<file path="config.mk">
export PLATFORM = sky130hd
export DESIGN_NAME = rpti_rmii_phy
export DESIGN_NICKNAME = d
export VERILOG_FILES = /design/src/hw/rpti_pkg.sv /design/src/hw/rpti_stream_if.sv /design/src/hw/rpti_delay.sv /design/src/hw/rpti_fifo.sv /design/src/hw/rpti_rmii_phy.sv
export SDC_FILE = /design/constraint.sdc
export NUM_CORES = 1
export LEC_CHECK = 0
export BUFFER_PORTS_ARGS = -buffer_cell sky130_fd_sc_hd__buf_2
export CAP_MARGIN = 20
export CELL_PAD_IN_SITES_DETAIL_PLACEMENT = 0
export CELL_PAD_IN_SITES_GLOBAL_PLACEMENT = 1
export CORE_MARGIN = 3
export CORE_UTILIZATION = 45
export CTS_BUF_LIST = sky130_fd_sc_hd__clkbuf_4 sky130_fd_sc_hd__clkbuf_8
export DETAILED_ROUTE_END_ITERATION = 6
export GPL_TIMING_DRIVEN = 0
export PLACE_DENSITY_LB_ADDON = 0.1
export SETUP_SLACK_MARGIN = 0.5
export SKIP_LAST_GASP = 1
export SLEW_MARGIN = 15
export SYNTH_ARGS = -nofsm -noshare
export SYNTH_HDL_FRONTEND = slang
export SYNTH_SLANG_ARGS = --single-unit
</file>
<file path="constraint.sdc">
create_clock -name I_SYS_CLK -period 6.8 [get_ports I_SYS_CLK]
set_input_delay 0.68 -clock I_SYS_CLK [delete_from_list [all_inputs] [get_ports I_SYS_CLK]]
set_output_delay 0.68 -clock I_SYS_CLK [all_outputs]
set_load 0.01 [all_outputs]
</file>
<file path="src/hw/rpti_pkg.sv">
// shared constants and types of the reduced media interface timing and isolate block
// assumes a 100 MHz system clock and 100 Mb/s bit times of one system cycle each
package rpti_pkg;
	// ********************************************************
	// clocking
	// ********************************************************
	localparam int SYS_CLK_MHZ    = 100;                          // system clock rate
	localparam int SYS_PERIOD_NS  = 10;                           // system clock period
	localparam int REF_CLK_MHZ    = 50;                           // reference clock rate
	localparam int REF_PERIOD_NS  = 20;                           // reference clock period
	localparam int REF_DIV        = REF_PERIOD_NS / SYS_PERIOD_NS; // system cycles per reference period
	localparam int BIT_NS         = 10;                           // one bit time at 100 Mb/s
	localparam int BIT_CYC        = BIT_NS / SYS_PERIOD_NS;       // system cycles per bit time
	// ********************************************************
	// latencies in bit times, counts in cycles
	// ********************************************************
	localparam int TX_LAT_BITS    = 17;                           // capture edge to first line bit
	localparam int TX_LAT_CYC     = TX_LAT_BITS * BIT_CYC;
	localparam int CRS_ON_HALF    = 37;                           // 18.5 bit times, in half bits
	localparam int CRS_ON_CYC     = (CRS_ON_HALF * BIT_CYC + 1) / 2; // rounded up
	localparam int CRS_OFF_BITS   = 27;                           // end symbol to carrier drop
	localparam int CRS_OFF_CYC    = CRS_OFF_BITS * BIT_CYC;
	localparam int RX_LAT_BITS    = 38;                           // line symbol to receive data
	localparam int RX_LAT_CYC     = RX_LAT_BITS * BIT_CYC;
	localparam logic [1:0] ELASTIC_DEFAULT = 2'h1;                // elasticity buffer setting
	// ********************************************************
	// loopback and isolate windows
	// ********************************************************
	localparam int LOOP_MAX_US    = 2;                            // transmit enable to receive valid
	localparam int LOOP_MAX_CYC   = LOOP_MAX_US * SYS_CLK_MHZ;    // longest time, rounded down
	localparam int ISO_CLR_MAX_US = 100;                          // isolate bit clear to normal
	localparam int ISO_CLR_CYC    = ISO_CLR_MAX_US * SYS_CLK_MHZ;
	localparam int ISO_RST_MAX_US = 500;                          // reset release to normal
	localparam int ISO_RST_CYC    = ISO_RST_MAX_US * SYS_CLK_MHZ;
	localparam int ISO_CNT_W      = 16;                           // settle counter width
	// ********************************************************
	// data path shape
	// ********************************************************
	localparam int DIBIT_W        = 2;                            // data bits per reference edge
	localparam int RXW_W          = DIBIT_W + 1;                  // buffered word: error flag and dibit
	localparam int FIFO_DEPTH     = 8;                            // receive buffer words
	// isolate sequencer, gray along isolate, settle, normal
	typedef enum logic [1:0] {
		ST_ISOLATE = 2'h0,
		ST_SETTLE  = 2'h1,
		ST_NORMAL  = 2'h3
	} rpti_iso_state_t;
endpackage

</file>
<file path="src/hw/rpti_stream_if.sv">
// valid and ready stream carrier between the block's own modules
// assumes both ends run on the same clock
`timescale 1ns/100ps
interface rpti_stream_if #(parameter int W = 3) ();
	logic         valid; // word offered
	logic         ready; // word accepted when both high
	logic [W-1:0] data;  // word content
	modport src (output valid, output data, input ready);
	modport snk (input valid, input data, output ready);
endinterface

</file>
<file path="src/hw/rpti_delay.sv">
// fixed latency shift line of DEPTH stages
// assumes a synchronous active high reset that clears every stage
`timescale 1ns/100ps
module rpti_delay #(
	parameter int W     = 1,
	parameter int DEPTH = 1
) (
	input  wire logic         i_clk,
	input  wire logic         i_reset,
	input  wire logic [W-1:0] i_data,
	output logic      [W-1:0] o_data
);
	if (DEPTH < 1 || W < 1) begin : g_bad_cfg
		$error("delay line needs at least one stage and one bit");
	end
	// stages, index 0 nearest the input
	logic [W-1:0] stage_ff [DEPTH];
	// ********************************************************
	// shift
	// ********************************************************
	always_ff @(posedge i_clk) begin
		for (int i = 0; i < DEPTH; i++) begin
			if (i_reset)
				stage_ff[i] <= '0;
			else if (i == 0)
				stage_ff[i] <= i_data;
			else
				stage_ff[i] <= stage_ff[i-1];
		end
	end
	assign o_data = stage_ff[DEPTH-1];
endmodule

</file>
<file path="src/hw/rpti_fifo.sv">
// first in first out buffer with valid and ready on both sides
// assumes DEPTH is a power of two; storage has no reset, pointers do
`timescale 1ns/100ps
module rpti_fifo #(
	parameter int W     = 3,
	parameter int DEPTH = 8
) (
	input  wire logic                   i_clk,
	input  wire logic                   i_reset,
	rpti_stream_if.snk                  s_in,
	rpti_stream_if.src                  s_out,
	output logic [$clog2(DEPTH):0]      o_count
);
	localparam int AW = $clog2(DEPTH);
	if (DEPTH < 2 || (1 << AW) != DEPTH) begin : g_bad_depth
		$error("buffer depth must be a power of two of at least two");
	end
	logic [W-1:0] mem_ff [DEPTH]; // storage words
	logic [AW:0]  wr_ptr_ff;      // write pointer with wrap bit
	logic [AW:0]  rd_ptr_ff;      // read pointer with wrap bit
	wire          push = s_in.valid & s_in.ready;
	wire          pop  = s_out.valid & s_out.ready;
	// honest flags straight from the pointers
	assign o_count     = wr_ptr_ff - rd_ptr_ff;
	assign s_in.ready  = (o_count != (AW+1)'(DEPTH));
	assign s_out.valid = (o_count != '0);
	assign s_out.data  = mem_ff[rd_ptr_ff[AW-1:0]];
	// ********************************************************
	// pointers
	// ********************************************************
	always_ff @(posedge i_clk) begin
		if (i_reset) begin
			wr_ptr_ff <= '0;
			rd_ptr_ff <= '0;
		end else begin
			if (push)
				wr_ptr_ff <= wr_ptr_ff + 1'b1;
			if (pop)
				rd_ptr_ff <= rd_ptr_ff + 1'b1;
		end
	end
	// storage write
	always_ff @(posedge i_clk) begin
		if (push)
			mem_ff[wr_ptr_ff[AW-1:0]] <= s_in.data;
	end
endmodule

</file>
<file path="src/hw/rpti_rmii_phy.sv">
// reduced media interface side of a 10/100 transceiver: transmit capture, receive delivery,
// carrier sense timing, internal loopback and isolate exit sequencing
// assumes the MAC runs on O_REF_CLK, which is made here from I_SYS_CLK, and the line side is
// internal logic on I_SYS_CLK presenting one bit per cycle
`timescale 1ns/100ps
module rpti_rmii_phy
	import rpti_pkg::*;
#(
	parameter int         P_CLR_EXIT_CYC = rpti_pkg::ISO_CLR_CYC,
	parameter int         P_RST_EXIT_CYC = rpti_pkg::ISO_RST_CYC,
	parameter logic [1:0] P_ELASTIC      = rpti_pkg::ELASTIC_DEFAULT,
	parameter int         P_FIFO_DEPTH   = rpti_pkg::FIFO_DEPTH
) (
	input  wire logic                        I_SYS_CLK,
	input  wire logic                        I_RESET,
	output logic                             O_REF_CLK,
	input  wire logic [rpti_pkg::DIBIT_W-1:0] I_TXD,
	input  wire logic                        I_TX_EN,
	output logic                             O_LINE_TX_EN,
	output logic                             O_LINE_TX_BIT,
	input  wire logic                        I_LINE_RX_VALID,
	input  wire logic                        I_LINE_RX_BIT,
	input  wire logic                        I_LINE_RX_ERR,
	input  wire logic                        I_LINE_SSD,
	input  wire logic                        I_LINE_ESD,
	input  wire logic                        I_LOOPBACK,
	input  wire logic                        I_ISOLATE,
	output logic [rpti_pkg::DIBIT_W-1:0]      O_RXD,
	output logic                             O_CRS_DV,
	output logic                             O_RX_DV,
	output logic                             O_RX_ER,
	output logic                             O_RX_OE,
	output logic                             O_ISOLATED
);
	import rpti_pkg::*;
	localparam int ELW        = int'(P_ELASTIC) + 1;          // words held before delivery
	localparam int RX_PRE_CYC = RX_LAT_CYC - 2 * ELW - 1;      // line delay ahead of the buffer
	localparam int CW         = $clog2(P_FIFO_DEPTH) + 1;
	// the clear window counts its isolate cycle as its first, so it needs two at least
	if (P_CLR_EXIT_CYC < 2 || P_CLR_EXIT_CYC >= (1 << ISO_CNT_W) || P_RST_EXIT_CYC < 1
		|| P_RST_EXIT_CYC >= (1 << ISO_CNT_W) || ELW > P_FIFO_DEPTH || RX_PRE_CYC < 1) begin : g_bad_cfg
		$error("settle counts or elasticity setting out of range");
	end
	// ********************************************************
	// reference clock divider
	// ********************************************************
	logic ref_ph_ff;  // phase, high in the cycle ending at a reference rising edge
	logic ref_clk_ff; // reference clock driven to the MAC
	wire  ref_en = ref_ph_ff;
	// one flop toggles, so every reference edge is exactly two system cycles apart
	// the MAC gets a registered clock, free of glitches, and the block keeps a single domain
	always_ff @(posedge I_SYS_CLK) begin
		if (I_RESET) begin
			ref_ph_ff  <= 1'b0;
			ref_clk_ff <= 1'b0;
		end else begin
			ref_ph_ff  <= ~ref_ph_ff;
			ref_clk_ff <= ref_en;
		end
	end
	assign O_REF_CLK = ref_clk_ff;
	// ********************************************************
	// isolate sequencer
	// ********************************************************
	rpti_iso_state_t       state_ff;    // isolate state
	rpti_iso_state_t       nxt_state;
	logic [ISO_CNT_W-1:0]  settle_ff;   // cycles spent settling
	logic [ISO_CNT_W-1:0]  nxt_settle;
	logic                  from_rst_ff; // settling follows a reset, longer window
	logic                  nxt_from_rst;
	wire  [ISO_CNT_W-1:0]  settle_lim = from_rst_ff ? ISO_CNT_W'(P_RST_EXIT_CYC - 1)
	                                                : ISO_CNT_W'(P_CLR_EXIT_CYC - 1);
	wire                   normal = (state_ff == ST_NORMAL);
	// next state: isolate bit wins at any time, settling ends at the window's last cycle
	always_comb begin
		nxt_state    = state_ff;
		nxt_settle   = settle_ff;
		nxt_from_rst = from_rst_ff;
		case (state_ff)
			ST_ISOLATE: begin
				nxt_settle   = '0;
				nxt_from_rst = 1'b0;
				if (!I_ISOLATE) begin
					// the cycle that saw the bit clear is already part of the window
					nxt_state  = ST_SETTLE;
					nxt_settle = ISO_CNT_W'(1);
				end
			end
			ST_SETTLE: begin
				if (I_ISOLATE) begin
					nxt_state = ST_ISOLATE;
				end else if (settle_ff == settle_lim) begin
					nxt_state = ST_NORMAL;
				end else begin
					nxt_settle = settle_ff + 1'b1;
				end
			end
			ST_NORMAL: begin
				if (I_ISOLATE)
					nxt_state = ST_ISOLATE;
			end
			default: nxt_state = ST_ISOLATE;
		endcase
	end
	// reset leaves the block settling on the long window
	always_ff @(posedge I_SYS_CLK) begin
		if (I_RESET) begin
			state_ff    <= ST_SETTLE;
			settle_ff   <= '0;
			from_rst_ff <= 1'b1;
		end else begin
			state_ff    <= nxt_state;
			settle_ff   <= nxt_settle;
			from_rst_ff <= nxt_from_rst;
		end
	end
	assign O_ISOLATED = ~normal;
	// ********************************************************
	// transmit capture and serialiser
	// ********************************************************
	logic [DIBIT_W:0] tx_hold_ff; // captured enable and dibit
	logic             ser_en_d_ff; // serial enable one cycle late, for loopback framing
	wire              ser_en  = tx_hold_ff[DIBIT_W];
	wire              ser_bit = ref_en ? tx_hold_ff[1] : tx_hold_ff[0]; // low bit leaves first
	// the MAC is sampled only at reference edges; isolated, its inputs are not looked at
	// idle dibits are captured too; only the enable bit starts a line burst
	always_ff @(posedge I_SYS_CLK) begin
		if (I_RESET) begin
			tx_hold_ff  <= '0;
			ser_en_d_ff <= 1'b0;
		end else begin
			ser_en_d_ff <= ser_en;
			if (ref_en)
				tx_hold_ff <= normal ? {I_TX_EN, I_TXD} : '0;
		end
	end
	// serial stream reaches the line after the transmit latency
	rpti_delay #(.W(2), .DEPTH(TX_LAT_CYC - 1)) u_tx_dly (
		.i_clk   (I_SYS_CLK),
		.i_reset (I_RESET),
		.i_data  ({ser_en & ~I_LOOPBACK, ser_bit & ser_en & ~I_LOOPBACK}),
		.o_data  ({O_LINE_TX_EN, O_LINE_TX_BIT})
	);
	// ********************************************************
	// receive source select
	// ********************************************************
	// loopback takes the serial transmit stream and frames it from its own enable
	// limitation: loopback runs at the line bit rate, not the slow rate, so it lands
	// far inside its bound; the line outputs stay quiet meanwhile
	wire rx_valid = I_LOOPBACK ? ser_en : I_LINE_RX_VALID;
	wire rx_bit   = I_LOOPBACK ? ser_bit : I_LINE_RX_BIT;
	wire rx_err   = I_LOOPBACK ? 1'b0 : I_LINE_RX_ERR;
	wire rx_ssd   = I_LOOPBACK ? (ser_en & ~ser_en_d_ff) : I_LINE_SSD;
	wire rx_esd   = I_LOOPBACK ? (~ser_en & ser_en_d_ff) : I_LINE_ESD;
	wire crs_on;  // delayed start of stream
	wire crs_off; // delayed end of stream
	wire d_valid;
	wire d_bit;
	wire d_err;
	rpti_delay #(.W(1), .DEPTH(CRS_ON_CYC - 1)) u_on_dly (
		.i_clk   (I_SYS_CLK),
		.i_reset (I_RESET),
		.i_data  (rx_ssd),
		.o_data  (crs_on)
	);
	rpti_delay #(.W(1), .DEPTH(CRS_OFF_CYC - 1)) u_off_dly (
		.i_clk   (I_SYS_CLK),
		.i_reset (I_RESET),
		.i_data  (rx_esd),
		.o_data  (crs_off)
	);
	rpti_delay #(.W(3), .DEPTH(RX_PRE_CYC)) u_rx_dly (
		.i_clk   (I_SYS_CLK),
		.i_reset (I_RESET),
		.i_data  ({rx_valid, rx_bit, rx_err}),
		.o_data  ({d_valid, d_bit, d_err})
	);
	// ********************************************************
	// dibit pairing into the elasticity buffer
	// ********************************************************
	rpti_stream_if #(.W(RXW_W)) s_fill ();
	rpti_stream_if #(.W(RXW_W)) s_drain ();
	logic [CW-1:0] fill_cnt;     // words buffered
	logic          half_ff;      // first bit of a pair held
	logic [1:0]    half_ff_bits; // held bit and its error
	logic          ovf_ff;       // a pair was refused by a full buffer
	assign s_fill.valid = d_valid & half_ff;
	assign s_fill.data  = {half_ff_bits[0] | d_err, d_bit, half_ff_bits[1]};
	wire   refused      = s_fill.valid & ~s_fill.ready;
	// pair up line bits; a lone trailing bit is dropped when the stream ends
	always_ff @(posedge I_SYS_CLK) begin
		if (I_RESET) begin
			half_ff      <= 1'b0;
			half_ff_bits <= '0;
		end else if (d_valid) begin
			half_ff      <= ~half_ff;
			half_ff_bits <= {d_bit, d_err};
		end else begin
			half_ff      <= 1'b0;
		end
	end
	rpti_fifo #(.W(RXW_W), .DEPTH(P_FIFO_DEPTH)) u_rx_fifo (
		.i_clk   (I_SYS_CLK),
		.i_reset (I_RESET),
		.s_in    (s_fill),
		.s_out   (s_drain),
		.o_count (fill_cnt)
	);
	// ********************************************************
	// delivery at reference edges
	// ********************************************************
	logic              started_ff; // buffer reached its elasticity level this frame
	logic [DIBIT_W-1:0] rxd_ff;    // receive dibit
	logic              rx_dv_ff;   // receive data valid
	logic              rx_er_ff;   // receive error
	wire               level_ok = started_ff | (fill_cnt >= CW'(ELW));
	assign s_drain.ready = ref_en & level_ok; // drain stalls until the buffer holds enough
	wire               deliver  = s_drain.valid & s_drain.ready;
	always_ff @(posedge I_SYS_CLK) begin
		if (I_RESET) begin
			started_ff <= 1'b0;
			rxd_ff     <= '0;
			rx_dv_ff   <= 1'b0;
			rx_er_ff   <= 1'b0;
			ovf_ff     <= 1'b0;
		end else begin
			// an overflow in the delivery cycle stays pending for the next word
			ovf_ff <= refused | (ovf_ff & ~deliver);
			if (ref_en) begin
				started_ff <= deliver;
				rxd_ff     <= (deliver && normal) ? s_drain.data[DIBIT_W-1:0] : '0;
				rx_dv_ff   <= deliver & normal;
				rx_er_ff   <= deliver & normal & (s_drain.data[DIBIT_W] | ovf_ff);
			end
		end
	end
	// ********************************************************
	// carrier sense and data valid
	// ********************************************************
	logic carrier_ff; // carrier present on the receive pair
	logic drop_ff;    // end seen, waiting for the next reference edge
	logic crs_dv_ff;  // combined carrier and data valid pin
	wire  drop_now = (crs_off | drop_ff) & ref_en;
	// rising side ignores the reference phase so the control latency stays short
	// falling side waits for a reference edge so the MAC never samples a runt low
	always_ff @(posedge I_SYS_CLK) begin
		if (I_RESET) begin
			carrier_ff <= 1'b0;
			drop_ff    <= 1'b0;
			crs_dv_ff  <= 1'b0;
		end else begin
			drop_ff <= (crs_off | drop_ff) & ~ref_en & ~crs_on;
			if (crs_on) begin
				carrier_ff <= normal;
				crs_dv_ff  <= normal;
			end else if (ref_en) begin
				carrier_ff <= carrier_ff & ~drop_now;
				crs_dv_ff  <= normal & ((carrier_ff & ~drop_now)
				              | (~carrier_ff & rx_dv_ff & ~crs_dv_ff));
			end
		end
	end
	// undriven while isolated; enable high only while the pins are driven
	assign O_RX_OE  = normal;
	assign O_RXD    = rxd_ff;
	assign O_RX_DV  = rx_dv_ff;
	assign O_RX_ER  = rx_er_ff;
	assign O_CRS_DV = crs_dv_ff;

	// latencies below are in system cycles, one per bit time
	localparam int A_TX  = TX_LAT_CYC;
	localparam int A_ON  = CRS_ON_CYC;
	localparam int A_OFF = CRS_OFF_CYC;
	localparam int A_OFF2 = CRS_OFF_CYC + 1;
	localparam int A_RX  = RX_LAT_CYC;
	localparam int A_RX2 = RX_LAT_CYC + 1;
	logic [ISO_CNT_W:0] a_gap_ff;  // cycles isolate bit low while not normal
	logic [7:0]         a_loop_ff; // cycles since loopback transmit start without receive valid
	logic               a_loop_on_ff;
	always_ff @(posedge I_SYS_CLK) begin
		if (I_RESET || I_ISOLATE || normal)
			a_gap_ff <= '0;
		else
			a_gap_ff <= a_gap_ff + 1'b1;
		if (I_RESET || rx_dv_ff || !I_LOOPBACK) begin
			a_loop_on_ff <= 1'b0;
			a_loop_ff    <= '0;
		end else if (a_loop_on_ff || (ref_en && I_TX_EN && normal)) begin
			a_loop_on_ff <= 1'b1;
			a_loop_ff    <= a_loop_ff + 1'b1;
		end
	end
endmodule

</file>
After elaboration in Yosys (flattened, before gate mapping)
Memories as Yosys holds them, arrays and structs flattened. A register that Yosys moved wholly into a read port is not among the register bits.
Cells that the tools add are included.
{"block": "op_classes", "n_addsub": 4, "n_mul": 0, "div_mod_pow": 0, "n_lt_le_gt_ge": 1, "n_eq_ne": 9, "shifts": 0, "muxes": 122, "bitwise_logic": 132, "reduce_logical": 8}
{"op": "2-to-1 mux 3 bit", "count": 36}
{"op": "OR 1 bit", "count": 99}
{"op": "2-to-1 mux 1 bit", "count": 60}
{"op": "2-to-1 mux 16 bit", "count": 3}
{"op": "2-to-1 mux 2 bit", "count": 21}
{"op": "one-hot mux 16 bit (2 select lines)", "count": 1}
{"op": "AND 1 bit", "count": 20}
{"op": "adder 16 x 1 -> 16 bit, second input constant", "count": 1}
{"op": "== test 16 bit", "count": 1}
{"op": "NOT 1 bit", "count": 13}
{"op": "adder 4 x 1 -> 4 bit, second input constant", "count": 2}
{"op": "!= test 2 bit, second input constant", "count": 4}
{"op": "one-hot mux 2 bit (3 select lines)", "count": 1}
{"op": "AND reduction 3 bit", "count": 2}
{"op": ">= comparator 4 x 2 -> 1 bit, second input constant", "count": 1}
{"op": "!= test 4 bit, second input constant", "count": 1}
{"op": "nonzero test 2 bit", "count": 2}
{"op": "nonzero test 4 bit", "count": 1}
{"op": "subtractor 4 bit", "count": 1}
{"op": "!= test 3 bit, second input constant", "count": 1}
{"op": "== test 2 x 1 -> 1 bit, second input constant", "count": 1}
{"op": "== test 2 bit, second input constant", "count": 1}
{"op": "logical NOT 2 bit", "count": 1}
{"op": "OR reduction 2 bit", "count": 1}
{"op": "logical AND 1 bit", "count": 1}
{"block": "word_totals", "reg_bits": 45, "latch_bits": 0, "mem_bits_rw": 199, "romBits": 0, "in_bits": 12, "output_inout_bits": 10, "elab_cells": 300, "memories": 5}
{"memory": "u_rx_dly.stage_ff", "depth": 33, "width": 3, "rd": 33, "rd_ports_with_merged_regs": 0, "wr": 33, "line": "rpti_delay.sv:17", "text": "logic [W-1:0] stage_ff [DEPTH];"}
{"memory": "u_tx_dly.stage_ff", "depth": 16, "width": 2, "rd": 16, "rd_ports_with_merged_regs": 0, "wr": 16, "line": "rpti_delay.sv:17"}
{"memory": "u_off_dly.stage_ff", "depth": 26, "width": 1, "rd": 26, "rd_ports_with_merged_regs": 0, "wr": 26, "line": "rpti_delay.sv:17"}
{"memory": "u_rx_fifo.mem_ff", "depth": 8, "width": 3, "rd": 1, "rd_ports_with_merged_regs": 1, "wr": 1, "line": "rpti_fifo.sv:18", "text": "logic [W-1:0] mem_ff [DEPTH];"}
{"memory": "u_on_dly.stage_ff", "depth": 18, "width": 1, "rd": 18, "rd_ports_with_merged_regs": 0, "wr": 18, "line": "rpti_delay.sv:17"}

Depth between registers and ports, before layout
An unclocked memory read counts as a cell.
{"block": "logic_depth", "word_depth": 9, "depth_mapped": 8, "depth_no_buf": 8}

By module
From an unflattened synthesis, not the netlist that was laid out.
{"block": "hier_totals", "cells_unflattened": 692, "area_unflattened_um2": 8156.6}
{"mod": "rpti_delay at u_rx_dly", "instances": 1, "cells_per_inst": 209, "area_per_inst_um2": 2675.1, "seq_area_each_um2": 1981.9}
{"mod": "rpti_rmii_phy", "instances": 1, "cells_per_inst": 207, "area_per_inst_um2": 1781.7, "seq_area_each_um2": 740.7}
{"mod": "rpti_fifo", "instances": 1, "cells_per_inst": 116, "area_per_inst_um2": 1631.6, "seq_area_each_um2": 940.9}
{"mod": "rpti_delay at u_tx_dly", "instances": 1, "cells_per_inst": 69, "area_per_inst_um2": 878.3, "seq_area_each_um2": 640.6}
{"mod": "rpti_delay at u_off_dly", "instances": 1, "cells_per_inst": 54, "area_per_inst_um2": 700.7, "seq_area_each_um2": 520.5}
{"mod": "rpti_delay at u_on_dly", "instances": 1, "cells_per_inst": 37, "area_per_inst_um2": 489.2, "seq_area_each_um2": 360.3}

Worst setup path after synthesis
Ideal clock, no wire load.
{"block": "synth_timing", "kind": "register -> register", "startpoint": "register u_rx_fifo.wr_ptr_ff[0]", "endpoint": "memory u_rx_fifo.mem_ff[6][0] (enable)", "setup_time_ns": 0.350, "t_arrival_ns": 2.417, "required_ns": 6.450, "setup_slack_ns": 4.034, "stages_incl_launch_ff": 9, "n_path_buf": 0, "path_cell_list": "dfxtp_1 > inv_1 > ha_1 > fa_1 > xor2_1 > and3_1 > a31oi_1 > nand2_1 > nor3b_1"}
{"block": "synth_via", "elab_chain_len": 5}
{"element": "start: declaration", "line": "rpti_fifo.sv:19", "text": "logic [AW:0] wr_ptr_ff;"}
{"element": "start signal: assignment", "line": "rpti_fifo.sv:37", "text": "wr_ptr_ff <= wr_ptr_ff + 1'b1;"}
{"element": "subtractor 4 bit", "line": "rpti_fifo.sv:24", "text": "assign o_count = wr_ptr_ff - rd_ptr_ff;"}
{"element": "!= test 4 bit", "line": "rpti_fifo.sv:25", "text": "assign s_in.ready = (o_count != (AW+1)'(DEPTH));"}
{"element": "AND 1 bit", "line": "rpti_fifo.sv:21", "text": "wire push = s_in.valid & s_in.ready;"}
{"element": "2-to-1 mux 1 bit", "line": "rpti_fifo.sv:44", "text": "if (push)"}
{"element": "2-to-1 mux 1 bit (not written as such)", "line": "rpti_fifo.sv:45", "text": "mem_ff[wr_ptr_ff[AW-1:0]] <= s_in.data;"}
{"element": "end: declaration", "line": "rpti_fifo.sv:18"}
Parallel ways exist; a longest one is shown, timed or not.

Worst setup path after layout
Same ends and word-level chain as after synthesis.

==> flow_summary.json <==
{
  "clock-sinks": 247,
  "cts_made_buffers": 40,
  "drc": 0,
  "worstPathMaxFanout": 8,
  "final_common_cell": "dfxtp_1",
  "rsz0062_at_grt": "no",
  "clock_skew_ns": 0.0103,
  "synth_enable_flop_cells": 24,
  "worst_hold_slack_ns": 0.393,
  "yosysTopAreaCell": "dfxtp_1",
  "cp_cell_sequence": "inv_1 -> ha_1 -> fa_1 -> xor2_1 -> and3_1 -> a31oi_1 -> nand2_1 -> nor3b_1",
  "nNetsFinal": 758,
  "crit_family": "simple AND/OR/NAND/NOR gates",
  "clk_pin_slew_ns": 0.06,
  "p_per_area_nw_per_um2": 318,
  "start_kind": "flop",
  "insertion_delay_ns": 0.52,
  "clk_path_buf_depth": 3,
  "antenna_found_initial": 0,
  "drt-initial-drc-count": 157,
  "min_path_type": "in -> reg",
  "syn_to_final_growth_pct": 15.4,
  "cts_hold_buf": 0,
  "post-place-ws_ns": 3.46,
  "worst-path-buf-inv": 1,
  "ios": 22,
  "first_pass_iters": 4,
  "cts_resized": 0,
  "cp.depth": 8,
  "relSlewSlack": 0.351,
  "pwr-share-clk": 0.449,
  "dp_hpwl_mm": 8.93,
  "comb_power_share": 0.037,
  "vdd_drop_max_v": 0.000196,
  "switching_share": 0.217,
  "grt_max_degree": 12,
  "ys_types": 53,
  "setup_tns_ns": 0,
  "async_reset_ff_frac": 0,
  "slowest_stage": "nor3b_1",
  "finalMaxSlewViolations": 0,
  "setup_slack_ns": 3.43,
  "htreeDepth": 2,
  "critPathMaxStageDelay_ns": 0.60,
  "fill_cells": 1492,
  "antenna_cells": 0,
  "overflow": 0,
  "synth_top_area_frac": 0.566,
  "start_util": 0.467,
  "synth_top_cells_by_area": "dfxtp_1, nor2b_1, edfxtp_1, mux4_2, nor2_1",
  "r2r_cells": 8,
  "setup_viol": 0,
  "drt-wirelength-per-cell_um": 13.9,
  "rows": 47,
  "end_kind": "flop",
  "worst_ep_arrival_time_ns": 3.53,
  "io_buffer_count": 19,
  "cts_root_buffer": "clkbuf_8",
  "place_inst": 916,
  "syn_nets": 696,
  "die_w_um": 138,
  "post_cts_buffers": 0,
  "drtAntennaViolNets": 0,
  "synth_cells": 677,
  "yosysSeqAreaShare": 0.658,
  "power.leakage_nw": 3.51,
  "hold_path_depth": 3,
  "critical_path_class": "reg -> reg",
  "core_um2": 16900,
  "gp_congestion": 0.816,
  "fin_crit_sh": 0.496,
  "syn_avg_cell_area_um2": 11.6,
  "maxCapViolCount": 0,
  "status": "finished clean",
  "cp.required_ns": 6.96,
  "finalHoldViolations": 0,
  "seqPwrFrac": 0.514,
  "mostFrequentLayoutCells": "dfxtp_1, nor2b_1, clkbuf_8, nor2_1, clkbuf_1",
  "wirelength_mm": 13.7,
  "synth-main-ff-cell": "dfxtp_1",
  "finalNonFillerCells": 988,
  "p_sw_w": 0.000626,
  "drive_gt1_frac": 0.137,
  "routed_via_density": 4.78,
  "yosys_register_bits": 247,
  "max_freq_mhz": 297,
  "grt_pass1_wl_mm": 23.0,
  "cts_tree": "yes",
  "track_usage": 0.147,
  "power.internal_w": 0.00226,
  "num_vias": 4719,
  "worst_pin_slew_ns": 0.965,
  "die_h_um": 138,
  "min_period_ns": 3.37,
  "grt_pass1_vias": 4741,
  "die_area_um2": 19100,
  "syn_area_um2": 7880,
  "yosysWarnings": 0
}
kinds of logic (layout without fill, tap and decap cells):
kind of cell | Yosys count | in the layout | synth area share
compound gates | 64 | 64 | 0.0543
xor+xnor | 6 | 6 | 0.00667
fa+ha+maj | 7 | 7 | 0.0121
simple gates | 299 | 299 | 0.221
flops | 247 | 247 | 0.658
buf+inv | 39 | 130 | 0.0200
mux | 15 | 15 | 0.0286
path summary, 6_finish.rpt:
kind	slack [ns]	to	startpoint
worst max-delay path	3.43	u_rx_fifo.mem_ff[6][0]	u_rx_fifo.wr_ptr_ff[0]
worst min-delay path	0.39	tx_hold_ff[0]	I_TXD[0]
worst max register to register	3.43	u_rx_fifo.mem_ff[6][0]	u_rx_fifo.wr_ptr_ff[0]
worst min register to register	0.42	half_ff	half_ff
worst register-to-register path, stage by stage (launching register included):
cell and delay (ns):
dfxtp_1 0.46, inv_1 0.14, ha_1 0.26, fa_1 0.44
xor2_1 0.17, and3_1 0.19, a31oi_1 0.56, nand2_1 0.19
nor3b_1 0.60
synthesized netlist by cell type, types with 6 or more instances:
cell type and instances:
ha_1 6, mux2i_1 9, mux4_2 6, nand2_1 21, and3_1 10, nand3_1 12
inv_1 7, nor3_1 11, dfxtp_1 223, o21ai_0 14, a21oi_1 17, nor2b_1 178
or3_1 6, clkbuf_1 26, edfxtp_1 24, nor2_1 32
sequential cells by signal, indices dropped and copies added, names as in the netlist, named ones only:
name / flops
u_rx_dly.stage_ff: 99
u_tx_dly.stage_ff: 32
u_off_dly.stage_ff: 26
u_rx_fifo.mem_ff: 24
u_on_dly.stage_ff: 18
settle_ff: 16
u_rx_fifo.rd_ptr_ff: 4
u_rx_fifo.wr_ptr_ff: 4
tx_hold_ff: 3
O_RXD: 2
half_ff_bits: 2
state_ff: 2
O_CRS_DV: 1
O_REF_CLK: 1
O_RX_DV: 1
O_RX_ER: 1
carrier_ff: 1
drop_ff: 1
from_rst_ff: 1
half_ff: 1
ovf_ff: 1
ref_en: 1
ser_en_d_ff: 1
started_ff: 1
area by class of cell:
cell class	instances	area, um^2	area share
well taps	220	275	0.0303
multi-input cells	391	2540	0.279
repair buffers	20	100	0.0110
clock buffers	61	746	0.0820
plain buffers	32	131	0.0144
inverters	7	26.3	0.00289
clock inverters	10	92.6	0.0102
flip-flops and latches	247	5180	0.570
per-layer routing:
| layer | part of all wire | track usage |
|---|---|---|
| met1 | 0.49 | 0.199 |
| met3 | 0.042 | 0.0394 |
| met2 | 0.44 | 0.229 |
| met5 | 0 | 0 |
| met4 | 0.024 | 0.0536 |
power by group through the flow:
| stage | clock, W | combinational [W] | sequential, W |
|---|---|---|---|
| finish | 0.00130 | 0.000108 | 0.00149 |
| floorplan | 0 | 0.0000800 | 0.00151 |
| detailed placement | 0 | 0.000110 | 0.00152 |
| CTS | 0.00134 | 0.000111 | 0.00149 |
| global route | 0.00140 | 0.000123 | 0.00149 |
| global placement | 0 | 0.000109 | 0.00152 |
per-stage QoR:
step / power [W] / utilization / instance area (um^2)
floorplan: 0.00159 / - / 7880
global placement: 0.00162 / 0.489 / 8250
detailed placement: 0.00163 / 0.489 / 8250
CTS: 0.00294 / 0.539 / 9090
global route: 0.00301 / 0.539 / 9090
finish: 0.00289 / 0.539 / 9090
Note: power is estimated with default switching activity, not from simulation.
